File: src/split_timer_pkg.sv
// constants shared by the split reload timer and its helpers
package split_timer_pkg;
    // byte addresses on the register bus
    localparam logic [7:0] TIMER_CONTROL_OFF    = 8'hC8;
    localparam logic [7:0] TIMER_COUNT_LOW_OFF  = 8'hCC;
    localparam logic [7:0] TIMER_COUNT_HIGH_OFF = 8'hD0;
    localparam logic [7:0] RELOAD_LOW_OFF       = 8'hD4;
    localparam logic [7:0] RELOAD_HIGH_OFF      = 8'hD8;
    localparam logic [7:0] CLOCK_SELECT_OFF     = 8'hDC;
    localparam logic [7:0] IRQ_STATUS_OFF       = 8'hE0;
    localparam logic [7:0] IRQ_MASK_OFF         = 8'hE4;
    // control register fields
    localparam int HIGH_OVF_BIT   = 7;
    localparam int LOW_OVF_BIT    = 6;
    localparam int LOW_IRQ_EN_BIT = 5;
    localparam int CAPTURE_EN_BIT = 4;
    localparam int SPLIT_BIT      = 3;
    localparam int RUN_BIT        = 2;
    localparam int EXT_CLK_BIT    = 0;
    // clock select register fields
    localparam int LOW_CLK_SEL_BIT  = 0;
    localparam int HIGH_CLK_SEL_BIT = 1;
    // interrupt status and mask fields
    localparam int EV_HIGH_OVF = 0;
    localparam int EV_LOW_OVF  = 1;
    localparam int EV_CAPTURE  = 2;
    localparam int EV_COUNT    = 3;
    // reset values
    localparam logic [7:0]          CONTROL_RESET = 8'h00;
    localparam logic [7:0]          COUNT_RESET   = 8'h00;
    localparam logic [7:0]          RELOAD_RESET  = 8'h00;
    localparam logic [1:0]          CLKSEL_RESET  = 2'h0;
    localparam logic [EV_COUNT-1:0] IRQ_RESET     = 3'h0;
    // timing counts
    localparam logic [3:0] SYS_DIV_LAST = 4'hB;
    localparam logic [2:0] EXT_DIV_LAST = 3'h7;
    localparam logic [7:0] BYTE_MAX     = 8'hFF;
endpackage : split_timer_pkg

File: src/tick_if.sv
// count clock enables passed from the divider to the timer core
`timescale 1ns/1ps
`default_nettype none
interface tick_if;
    logic sys12_tick;
    logic ext8_tick;
    modport src (output sys12_tick, output ext8_tick);
    modport dst (input sys12_tick, input ext8_tick);
endinterface : tick_if
`default_nettype wire

File: src/fall_detect.sv
// two-stage synchroniser with falling edge pulse for the capture pin
`timescale 1ns/1ps
`default_nettype none
module fall_detect (
    // clock and reset
    input  wire logic ref_clk,
    input  wire logic rst_n,
    // pin and pulse
    input  wire logic pin,
    output logic      fall
);
    logic meta_q, sync_q, prev_q;
    logic meta_d, sync_d, prev_d;

    always_comb begin
        meta_d = pin;
        sync_d = meta_q;
        prev_d = sync_q;
    end

    // first stage feeds the second stage only
    always_ff @(posedge ref_clk or negedge rst_n) begin
        if (!rst_n) begin
            meta_q <= 1'b1;
            sync_q <= 1'b1;
            prev_q <= 1'b1;
        end else begin
            meta_q <= meta_d;
            sync_q <= sync_d;
            prev_q <= prev_d;
        end
    end

    assign fall = prev_q & ~sync_q;
endmodule : fall_detect
`default_nettype wire

File: src/tick_gen.sv
// divide-by-12 system tick and divide-by-8 external clock tick
`timescale 1ns/1ps
`default_nettype none
module tick_gen (
    // clock and reset
    input  wire logic ref_clk,
    input  wire logic rst_n,
    // external oscillator pin
    input  wire logic ext_osc_clk,
    // ticks out
    tick_if.src       ticks
);
    logic [3:0] sys_cnt_q, sys_cnt_d;
    logic [2:0] ext_cnt_q, ext_cnt_d;
    logic       meta_q, sync_q, prev_q;
    logic       ext_rise;

    // edges are found on ref_clk, so a slow oscillator counts once per edge
    assign ext_rise = sync_q & ~prev_q;

    always_comb begin
        sys_cnt_d = (sys_cnt_q == split_timer_pkg::SYS_DIV_LAST)
                  ? 4'h0 : 4'(sys_cnt_q + 4'h1);
        ext_cnt_d = ext_rise ? 3'(ext_cnt_q + 3'h1) : ext_cnt_q;
    end

    always_ff @(posedge ref_clk or negedge rst_n) begin
        if (!rst_n) begin
            sys_cnt_q <= 4'h0;
            ext_cnt_q <= 3'h0;
            meta_q    <= 1'b0;
            sync_q    <= 1'b0;
            prev_q    <= 1'b0;
        end else begin
            sys_cnt_q <= sys_cnt_d;
            ext_cnt_q <= ext_cnt_d;
            meta_q    <= ext_osc_clk;
            sync_q    <= meta_q;
            prev_q    <= sync_q;
        end
    end

    assign ticks.sys12_tick = (sys_cnt_q == split_timer_pkg::SYS_DIV_LAST);
    assign ticks.ext8_tick  = ext_rise
                            & (ext_cnt_q == split_timer_pkg::EXT_DIV_LAST);
endmodule : tick_gen
`default_nettype wire

File: src/split_reload_timer.sv
// auto-reload timer, one 16-bit or two 8-bit, with capture and irq
`timescale 1ns/1ps
`default_nettype none
module split_reload_timer (
    // clock and reset
    input  wire logic        ref_clk,
    input  wire logic        rst_n,
    // avalon-mm slave
    input  wire logic [7:0]  address,
    input  wire logic        read,
    input  wire logic        write,
    input  wire logic [3:0]  byteenable,
    input  wire logic [31:0] writedata,
    output logic      [31:0] readdata,
    output logic             waitrequest,
    // pins
    input  wire logic        ext_osc_clk,
    input  wire logic        capture_input_pin,
    // interrupt
    output logic             irq
);
    localparam int NEV = split_timer_pkg::EV_COUNT;

    tick_if ticks ();

    logic cap_fall;

    tick_gen u_tick_gen (
        .ref_clk     (ref_clk),
        .rst_n       (rst_n),
        .ext_osc_clk (ext_osc_clk),
        .ticks       (ticks.src)
    );

    fall_detect u_fall_detect (
        .ref_clk (ref_clk),
        .rst_n   (rst_n),
        .pin     (capture_input_pin),
        .fall    (cap_fall)
    );

    // control state
    logic           high_overflow_flag_q,      high_overflow_flag_d;
    logic           low_overflow_flag_q,       low_overflow_flag_d;
    logic           low_overflow_irq_enable_q, low_overflow_irq_enable_d;
    logic           capture_enable_q,          capture_enable_d;
    logic           split_mode_enable_q,       split_mode_enable_d;
    logic           run_control_q,             run_control_d;
    logic           external_clock_select_q,   external_clock_select_d;
    logic [1:0]     clock_select_register_q,   clock_select_register_d;
    // count and reload state
    logic [7:0]     counter_low_byte_q,  counter_low_byte_d;
    logic [7:0]     counter_high_byte_q, counter_high_byte_d;
    logic [7:0]     reload_low_byte_q,   reload_low_byte_d;
    logic [7:0]     reload_high_byte_q,  reload_high_byte_d;
    // interrupt state
    logic [NEV-1:0] irq_status_q, irq_status_d;
    logic [NEV-1:0] irq_mask_q,   irq_mask_d;
    // bus state
    logic           ack_q,      ack_d;
    logic [31:0]    readdata_q, readdata_d;

    // decoded access and events
    logic           wr_en;
    logic           low_tick;
    logic           high_tick;
    logic           lo_ovf;
    logic           hi_ovf;
    logic           cap_ev;
    logic [NEV-1:0] events;
    logic [NEV-1:0] irq_gate;
    logic [7:0]     control_rd;
    logic [15:0]    count16;

    // one wait cycle per access; the write lands on the released edge
    assign waitrequest = (read | write) & ~ack_q;
    assign wr_en       = write & ack_q & byteenable[0];
    assign readdata    = readdata_q;
    assign count16     = {counter_high_byte_q, counter_low_byte_q};

    always_comb begin
        if (clock_select_register_q[split_timer_pkg::LOW_CLK_SEL_BIT]) begin
            low_tick = 1'b1;
        end else if (external_clock_select_q) begin
            low_tick = ticks.ext8_tick;
        end else begin
            low_tick = ticks.sys12_tick;
        end
        if (clock_select_register_q[split_timer_pkg::HIGH_CLK_SEL_BIT]) begin
            high_tick = 1'b1;
        end else if (external_clock_select_q) begin
            high_tick = ticks.ext8_tick;
        end else begin
            high_tick = ticks.sys12_tick;
        end
    end

    // reserved bit 1 always reads zero
    always_comb begin
        control_rd = split_timer_pkg::CONTROL_RESET;
        control_rd[split_timer_pkg::HIGH_OVF_BIT]   = high_overflow_flag_q;
        control_rd[split_timer_pkg::LOW_OVF_BIT]    = low_overflow_flag_q;
        control_rd[split_timer_pkg::LOW_IRQ_EN_BIT] =
            low_overflow_irq_enable_q;
        control_rd[split_timer_pkg::CAPTURE_EN_BIT] = capture_enable_q;
        control_rd[split_timer_pkg::SPLIT_BIT]      = split_mode_enable_q;
        control_rd[split_timer_pkg::RUN_BIT]        = run_control_q;
        control_rd[split_timer_pkg::EXT_CLK_BIT]    = external_clock_select_q;
    end

    // counting, reload and capture
    always_comb begin
        counter_low_byte_d  = counter_low_byte_q;
        counter_high_byte_d = counter_high_byte_q;
        reload_low_byte_d   = reload_low_byte_q;
        reload_high_byte_d  = reload_high_byte_q;
        lo_ovf              = 1'b0;
        hi_ovf              = 1'b0;
        if (!split_mode_enable_q) begin
            if (run_control_q && low_tick) begin
                if (count16 == {split_timer_pkg::BYTE_MAX,
                                split_timer_pkg::BYTE_MAX}) begin
                    counter_low_byte_d  = reload_low_byte_q;
                    counter_high_byte_d = reload_high_byte_q;
                    hi_ovf              = 1'b1;
                    lo_ovf              = 1'b1;
                end else begin
                    {counter_high_byte_d, counter_low_byte_d} =
                        16'(count16 + 16'h0001);
                    lo_ovf = (counter_low_byte_q
                              == split_timer_pkg::BYTE_MAX);
                end
            end
        end else begin
            // low byte ignores the run bit in split mode
            if (low_tick) begin
                if (counter_low_byte_q == split_timer_pkg::BYTE_MAX) begin
                    counter_low_byte_d = reload_low_byte_q;
                    lo_ovf             = 1'b1;
                end else begin
                    counter_low_byte_d = 8'(counter_low_byte_q + 8'h01);
                end
            end
            if (run_control_q && high_tick) begin
                if (counter_high_byte_q == split_timer_pkg::BYTE_MAX) begin
                    counter_high_byte_d = reload_high_byte_q;
                    hi_ovf              = 1'b1;
                end else begin
                    counter_high_byte_d = 8'(counter_high_byte_q + 8'h01);
                end
            end
        end
        // software writes to the count win over the same-cycle count step
        if (wr_en && address == split_timer_pkg::TIMER_COUNT_LOW_OFF) begin
            counter_low_byte_d = writedata[7:0];
        end
        if (wr_en && address == split_timer_pkg::TIMER_COUNT_HIGH_OFF) begin
            counter_high_byte_d = writedata[7:0];
        end
        // capture wins over a software reload write in the same cycle
        cap_ev = cap_fall & capture_enable_q;
        if (cap_ev) begin
            reload_low_byte_d  = counter_low_byte_q;
            reload_high_byte_d = counter_high_byte_q;
        end else begin
            if (wr_en && address == split_timer_pkg::RELOAD_LOW_OFF) begin
                reload_low_byte_d = writedata[7:0];
            end
            if (wr_en && address == split_timer_pkg::RELOAD_HIGH_OFF) begin
                reload_high_byte_d = writedata[7:0];
            end
        end
    end

    // control register, flags and clock select
    always_comb begin
        high_overflow_flag_d      = high_overflow_flag_q;
        low_overflow_flag_d       = low_overflow_flag_q;
        low_overflow_irq_enable_d = low_overflow_irq_enable_q;
        capture_enable_d          = capture_enable_q;
        split_mode_enable_d       = split_mode_enable_q;
        run_control_d             = run_control_q;
        external_clock_select_d   = external_clock_select_q;
        clock_select_register_d   = clock_select_register_q;
        if (wr_en && address == split_timer_pkg::TIMER_CONTROL_OFF) begin
            high_overflow_flag_d =
                writedata[split_timer_pkg::HIGH_OVF_BIT];
            low_overflow_flag_d =
                writedata[split_timer_pkg::LOW_OVF_BIT];
            low_overflow_irq_enable_d =
                writedata[split_timer_pkg::LOW_IRQ_EN_BIT];
            capture_enable_d =
                writedata[split_timer_pkg::CAPTURE_EN_BIT];
            split_mode_enable_d =
                writedata[split_timer_pkg::SPLIT_BIT];
            run_control_d =
                writedata[split_timer_pkg::RUN_BIT];
            external_clock_select_d =
                writedata[split_timer_pkg::EXT_CLK_BIT];
            // the reserved bit is not stored, so a stray one is harmless
        end
        if (wr_en && address == split_timer_pkg::CLOCK_SELECT_OFF) begin
            clock_select_register_d = writedata[1:0];
        end
        // hardware only sets; a set beats a same-cycle software clear
        if (hi_ovf) begin
            high_overflow_flag_d = 1'b1;
        end
        if (lo_ovf) begin
            low_overflow_flag_d = 1'b1;
        end
    end

    // interrupt status, mask and qualified output
    always_comb begin
        events                                = '0;
        events[split_timer_pkg::EV_HIGH_OVF]  = hi_ovf;
        events[split_timer_pkg::EV_LOW_OVF]   = lo_ovf;
        events[split_timer_pkg::EV_CAPTURE]   = cap_ev;
        irq_status_d = irq_status_q;
        irq_mask_d   = irq_mask_q;
        if (wr_en && address == split_timer_pkg::IRQ_STATUS_OFF) begin
            irq_status_d = irq_status_q & ~writedata[NEV-1:0];
        end
        if (wr_en && address == split_timer_pkg::IRQ_MASK_OFF) begin
            irq_mask_d = writedata[NEV-1:0];
        end
        irq_status_d = irq_status_d | events;
        // low overflow also needs its own enable in the control register
        irq_gate                              = irq_mask_q;
        irq_gate[split_timer_pkg::EV_LOW_OVF] =
            irq_mask_q[split_timer_pkg::EV_LOW_OVF]
            & low_overflow_irq_enable_q;
    end

    assign irq = |(irq_status_q & irq_gate);

    // bus answer
    always_comb begin
        ack_d      = (read | write) & ~ack_q;
        readdata_d = readdata_q;
        if (read && !ack_q) begin
            unique case (address)
                split_timer_pkg::TIMER_CONTROL_OFF:
                    readdata_d = {24'h000000, control_rd};
                split_timer_pkg::TIMER_COUNT_LOW_OFF:
                    readdata_d = {24'h000000, counter_low_byte_q};
                split_timer_pkg::TIMER_COUNT_HIGH_OFF:
                    readdata_d = {24'h000000, counter_high_byte_q};
                split_timer_pkg::RELOAD_LOW_OFF:
                    readdata_d = {24'h000000, reload_low_byte_q};
                split_timer_pkg::RELOAD_HIGH_OFF:
                    readdata_d = {24'h000000, reload_high_byte_q};
                split_timer_pkg::CLOCK_SELECT_OFF:
                    readdata_d = {30'h0, clock_select_register_q};
                split_timer_pkg::IRQ_STATUS_OFF:
                    readdata_d = {29'h0, irq_status_q};
                split_timer_pkg::IRQ_MASK_OFF:
                    readdata_d = {29'h0, irq_mask_q};
                default:
                    readdata_d = 32'h00000000;
            endcase
        end
    end

    always_ff @(posedge ref_clk or negedge rst_n) begin
        if (!rst_n) begin
            high_overflow_flag_q      <= 1'b0;
            low_overflow_flag_q       <= 1'b0;
            low_overflow_irq_enable_q <= 1'b0;
            capture_enable_q          <= 1'b0;
            split_mode_enable_q       <= 1'b0;
            run_control_q             <= 1'b0;
            external_clock_select_q   <= 1'b0;
            clock_select_register_q   <= split_timer_pkg::CLKSEL_RESET;
            counter_low_byte_q        <= split_timer_pkg::COUNT_RESET;
            counter_high_byte_q       <= split_timer_pkg::COUNT_RESET;
            reload_low_byte_q         <= split_timer_pkg::RELOAD_RESET;
            reload_high_byte_q        <= split_timer_pkg::RELOAD_RESET;
            irq_status_q              <= split_timer_pkg::IRQ_RESET;
            irq_mask_q                <= split_timer_pkg::IRQ_RESET;
            ack_q                     <= 1'b0;
            readdata_q                <= 32'h00000000;
        end else begin
            high_overflow_flag_q      <= high_overflow_flag_d;
            low_overflow_flag_q       <= low_overflow_flag_d;
            low_overflow_irq_enable_q <= low_overflow_irq_enable_d;
            capture_enable_q          <= capture_enable_d;
            split_mode_enable_q       <= split_mode_enable_d;
            run_control_q             <= run_control_d;
            external_clock_select_q   <= external_clock_select_d;
            clock_select_register_q   <= clock_select_register_d;
            counter_low_byte_q        <= counter_low_byte_d;
            counter_high_byte_q       <= counter_high_byte_d;
            reload_low_byte_q         <= reload_low_byte_d;
            reload_high_byte_q        <= reload_high_byte_d;
            irq_status_q              <= irq_status_d;
            irq_mask_q                <= irq_mask_d;
            ack_q                     <= ack_d;
            readdata_q                <= readdata_d;
        end
    end
endmodule : split_reload_timer
`default_nettype wire

File: config.mk
export PLATFORM = sky130hd
export DESIGN_NAME = split_reload_timer
export DESIGN_NICKNAME = d
export VERILOG_FILES = /design/src/split_timer_pkg.sv /design/src/tick_if.sv /design/src/fall_detect.sv /design/src/tick_gen.sv /design/src/split_reload_timer.sv
export SDC_FILE = /design/constraint.sdc
export NUM_CORES = 1
export LEC_CHECK = 0
export BUFFER_PORTS_ARGS = -buffer_cell sky130_fd_sc_hd__buf_2
export CAP_MARGIN = 20
export CORE_ASPECT_RATIO = 1.75
export CORE_MARGIN = 2
export CORE_UTILIZATION = 50
export CTS_CLUSTER_DIAMETER = 30
export DETAILED_ROUTE_END_ITERATION = 8
export GPL_TIMING_DRIVEN = 0
export PLACE_DENSITY = 0.82
export SLEW_MARGIN = 20
export SYNTH_ARGS = -nofsm -noshare
export SYNTH_HDL_FRONTEND = slang
export SYNTH_SLANG_ARGS = --single-unit
File: constraint.sdc
create_clock -name ref_clk -period 2.49 [get_ports ref_clk]
set_clock_uncertainty 0.1 [all_clocks]
set_input_delay 0 -clock ref_clk [delete_from_list [all_inputs] [get_ports ref_clk]]
set_output_delay 0 -clock ref_clk [all_outputs]
set_load 0.05 [all_outputs]
==> metrics list <==
- CTS tree: yes
* Number of hold-slack violations in the final timing report: 0
- Initial DRC Count: 491
* CP cell instances: ha_1 > ha_1 > nand4b_1 > a31oi_2 > nand2_1 > a21oi_1 > a21oi_1 > mux2_2
* Count of maximum capacitance violations: 0
- Maximum clock frequency: between 0.4 and 0.5 GHz
- Half-perimeter wire length after detailed placement: 8790 µm
* Max-slew violations: 0
- The initial utilization of the core area, before any placement, comes to 0.514.
- The most common cell in the synthesized netlist is sky130_fd_sc_hd__dfrtp_1.
- Routability-driven placement finished with a final weighted congestion of between 0.9 and 1.
- Count of input and output buffers: 31
* Unrepaired setup endpoints after global routing: true
- The area growth from synthesis to layout is 20.5%.
- Die extent in y: between 100 and 150 µm
- The cell sitting at the root of the clock tree is a sky130_fd_sc_hd__clkbuf_16.
- At the later pin of the worst-skew pair, clock insertion delay measures 0.34 ns.
- Of all flip-flops after synthesis, the portion carrying an async set or reset was 1.00.
- At the pin with the least slew margin, the transition time is 1.06 ns.
- The detail route stage leaves a number of antenna-violating nets equal to 0.
- Unique cell type count in the Yosys netlist: 58
- sky130_fd_sc_hd__dfrtp_1 takes more of the synthesized area than any other cell.
* CTS clock-pin slew for the worst setup and hold paths: around 0.060 ns
- DP Area: ~4500 µm²
- Most numerous cell types in the synthesized netlist: 66 x sky130_fd_sc_hd__dfrtp_1, 53 x sky130_fd_sc_hd__nand2_1, 33 x sky130_fd_sc_hd__o21ai_0
- On the critical path, the stage with the largest delay is an instance of sky130_fd_sc_hd__a31oi_2.
* Fillcell total: 664
- Final critical-path share of the clock period: 0.994
- Initial DRT Pass Iterations: 8
- Nets: 578
- Total Power Consumption: 3.80 mW
- Data on the critical path arrives at its endpoint at 2.60 ns.
* Reported net switching power: 1.31 mW
* Count of buffers added by post-CTS timing repair for setup: 0
- For this run, design rule violations remaining after detail routing come to 0.
* Antenna violations before repair: 0
- Worst slew margin: 0.286
- Switching part of the total: 0.346
- Counting flops and latches in the post-synthesis netlist gives 69.
- Die span in x: roughly 72 µm
- After synthesis, the cell types taking the most area are sky130_fd_sc_hd__dfrtp_1 40%, sky130_fd_sc_hd__nand2_1 4.9%, sky130_fd_sc_hd__mux2i_1 4.6%.
- Of the synthesized area, sequential elements account for 0.423.
- Outcome: finished, final reports clean
* Number of global-route vias before repair: 3834
- The tightest min-delay check is of the primary input to async pin type.
* Count of boundary I/O pins: 84
* Layout cell share with drive strength beyond 1: 0.218
- The final layout contains routed wiring with a total length of roughly 12000 µm.
- Counting flops with a built-in enable in the synthesized netlist gives 0.
- The share of total power dissipated in sequential elements is 0.376.
- For the worst setup path, the data required time is between 2 and 3 ns.
- Dividing the detail-routed via count by the number of cells gives between 6 and 7.
- Flip-flop cell with the highest count after synthesis: sky130_fd_sc_hd__dfrtp_1
* Cts bufs inserted: 9
- Row generation in the floorplan step produced 43 rows.
- Setup total negative slack on the finished layout was measured at 0 ns.
- The total area inside the core boundary comes to 7960 µm².
* Clock power frac: 0.349
* Critical setup path kind: register to register
- Cell internal power was estimated by the tool at approximately 2.5 mW.
* Leakage: ~2.2 nW
* Gate count of the mapped netlist: between 400 and 500
- Synth warn: 0
- For the finished layout, the period the worst path requires is 2.48 ns.
* Pwr dens: 769 nW/µm²
- Family of cells with the greatest summed delay on the critical path: compound AO/OA/AOI/OAI gates
- Number of buffer and inverter instances along the worst setup path: 0
* Layout Cell Area excl Fill: 4930 µm²
- The repair_antennas step left the layout with diodes totalling 0.
- Total routing usage reported by global routing: 0.282
* Number of H-tree levels: 3
- Full die area: slightly below 9000 µm²
- Mean instance size in the synthesized netlist: 9.22 µm²
* Crit path max fanout: 10
- TritonCTS Sinks: 69
- On the worst path, the slowest cell contributes a delay of between 0.6 and 0.7 ns.
- Worst flop-to-flop path startpoint: u_tick_gen.ext_cnt_q[0]
* Buffer depth of the longest clock path: 2
- After detailed routing, the average wire length per cell comes to between 15 and 20 µm.
- Share of the synthesized area in the top cell type: 0.404
- Global route total overflow: 0
* Setup violators final: 0
* Pin count of the biggest net entering global routing: 39
- Critical path capture point type: register
- The first global-routing pass estimated 18900 µm of wire.
- Launching element of the worst setup path: u_tick_gen.ext_cnt_q[0]
- The routed layout has just under 4k vias.
- Combinational share of power: 0.276
- STA classifies the critical path startpoint as a register.
* IR Drop Worst-Case VDD: 0.459 mV
- The synthesized netlist occupies a cell area of 4090 µm².
worst reg2reg max path, cell delays in order, from the launching register on:
cell	delay (ns)
sky130_fd_sc_hd__dfrtp_1	0.37
sky130_fd_sc_hd__ha_1	0.16
sky130_fd_sc_hd__ha_1	0.14
sky130_fd_sc_hd__nand4b_1	0.33
sky130_fd_sc_hd__a31oi_2	0.65
sky130_fd_sc_hd__nand2_1	0.13
sky130_fd_sc_hd__a21oi_1	0.14
sky130_fd_sc_hd__a21oi_1	0.08
sky130_fd_sc_hd__mux2_2	0.27
power groups by stage:
stage | logic (mW) | registers, mW | clock network (mW)
after floorplan | 0.763 | 1.39 | 0
after global placement | 0.964 | 1.43 | 0
after detailed placement | 0.994 | 1.44 | 0
after CTS | 1.02 | 1.42 | 1.34
after global routing | 1.13 | 1.44 | 1.39
final | 1.05 | 1.43 | 1.32
timing repair:
action | in CTS | in global routing
endpoints found under the setup margin | 4 | 9
endpoints found under the hold margin | 110 | 0
resized for setup | 2 | 4
hold buffers | 13 | 0
metrics by stage:
step           hold WS (ns)  utilization  setup slack [ns]  cells
2_1_floorplan        -0.396            -             0.440    467
3_3_place_gp        0.00535        0.558            -0.250    588
3_5_place_dp         -0.102        0.561            -0.144    589
4_1_cts              0.0900        0.618            0.0119    618
5_1_grt               0.139        0.620           -0.0328    618
6_report             0.0798        0.620            0.0147    618
layer usage:
metal  track usage  vias to the layer above  share of wire
met4         0.247                        0          0.078
met5             0                        -              0
met1         0.295                     1885           0.36
met3        0.0510                       60          0.057
li1              -                     1740              -
met2         0.475                      192           0.51
cell families (layout without fill, tap and decap cells):
kind of cell | Yosys count | count (layout) | share of synthesized area
other | 1 | 24 | 0.000916
and+or+nand+nor | 152 | 152 | 0.187
AOI/OAI and AO/OA | 124 | 124 | 0.198
adders and majority gates | 5 | 5 | 0.0153
buffers and inverters | 52 | 113 | 0.0734
muxes | 33 | 33 | 0.0850
xor gates and xnor gates | 8 | 8 | 0.0171
DFF | 69 | 69 | 0.423
path summary, 6_finish.rpt:
kind,endpoint,slack [ns],depth (start not counted)
min,capture_enable_q,0.08,2
max in group asynchronous,counter_high_byte_q[1],1.65,3
max,counter_low_byte_q[2],0.01,8
max reg2reg,counter_low_byte_q[2],0.01,8
min reg2reg,u_tick_gen.sync_q,0.25,0
min in group ref_clk,run_control_q,0.14,5
flip-flops by register name (all words and copies together), names as in the netlist, 2 cells and up:
register and count:
clock_select_register_q 2, counter_high_byte_q 8, counter_low_byte_q 8, irq_mask_q 3, irq_status_q 3, readdata 8
reload_high_byte_q 8, reload_low_byte_q 8, u_tick_gen.ext_cnt_q 3, u_tick_gen.sys_cnt_q 4
area by class of cell:
| class | count | area, µm² | area share |
|---|---|---|---|
| Clock inverter | 6 | 70.1 | 0.0142 |
| Sequential cell | 69 | 1730 | 0.351 |
| Inverter | 8 | 30.0 | 0.00609 |
| Buffer | 44 | 270 | 0.0548 |
| Multi-Input combinational cell | 346 | 2170 | 0.440 |
| Clock buffer | 10 | 239 | 0.0484 |
| Tap cell | 90 | 113 | 0.0228 |
| Timing Repair Buffer | 45 | 308 | 0.0624 |
cells in the final DEF, fill, tap and decap left out, drive strengths merged, types with 6 or more instances in the layout:
cell type / netlist / routed
a21o: 9 / 9
a21oi: 26 / 26
a222oi: 6 / 6
a22oi: 11 / 11
a31oi: 7 / 7
buf: 32 / 64
clkbuf: 12 / 22
conb: 1 / 24
dfrtp: 66 / 66
dlygate4sd3: 0 / 13
inv: 8 / 10
mux2: 14 / 14
mux2i: 19 / 19
nand2: 54 / 54
nand3: 14 / 14
nand4: 9 / 9
nor2: 33 / 33
nor3: 13 / 13
o21ai: 34 / 34
o31ai: 6 / 6
xnor2: 7 / 7
Power figures use the tool's default switching activity.
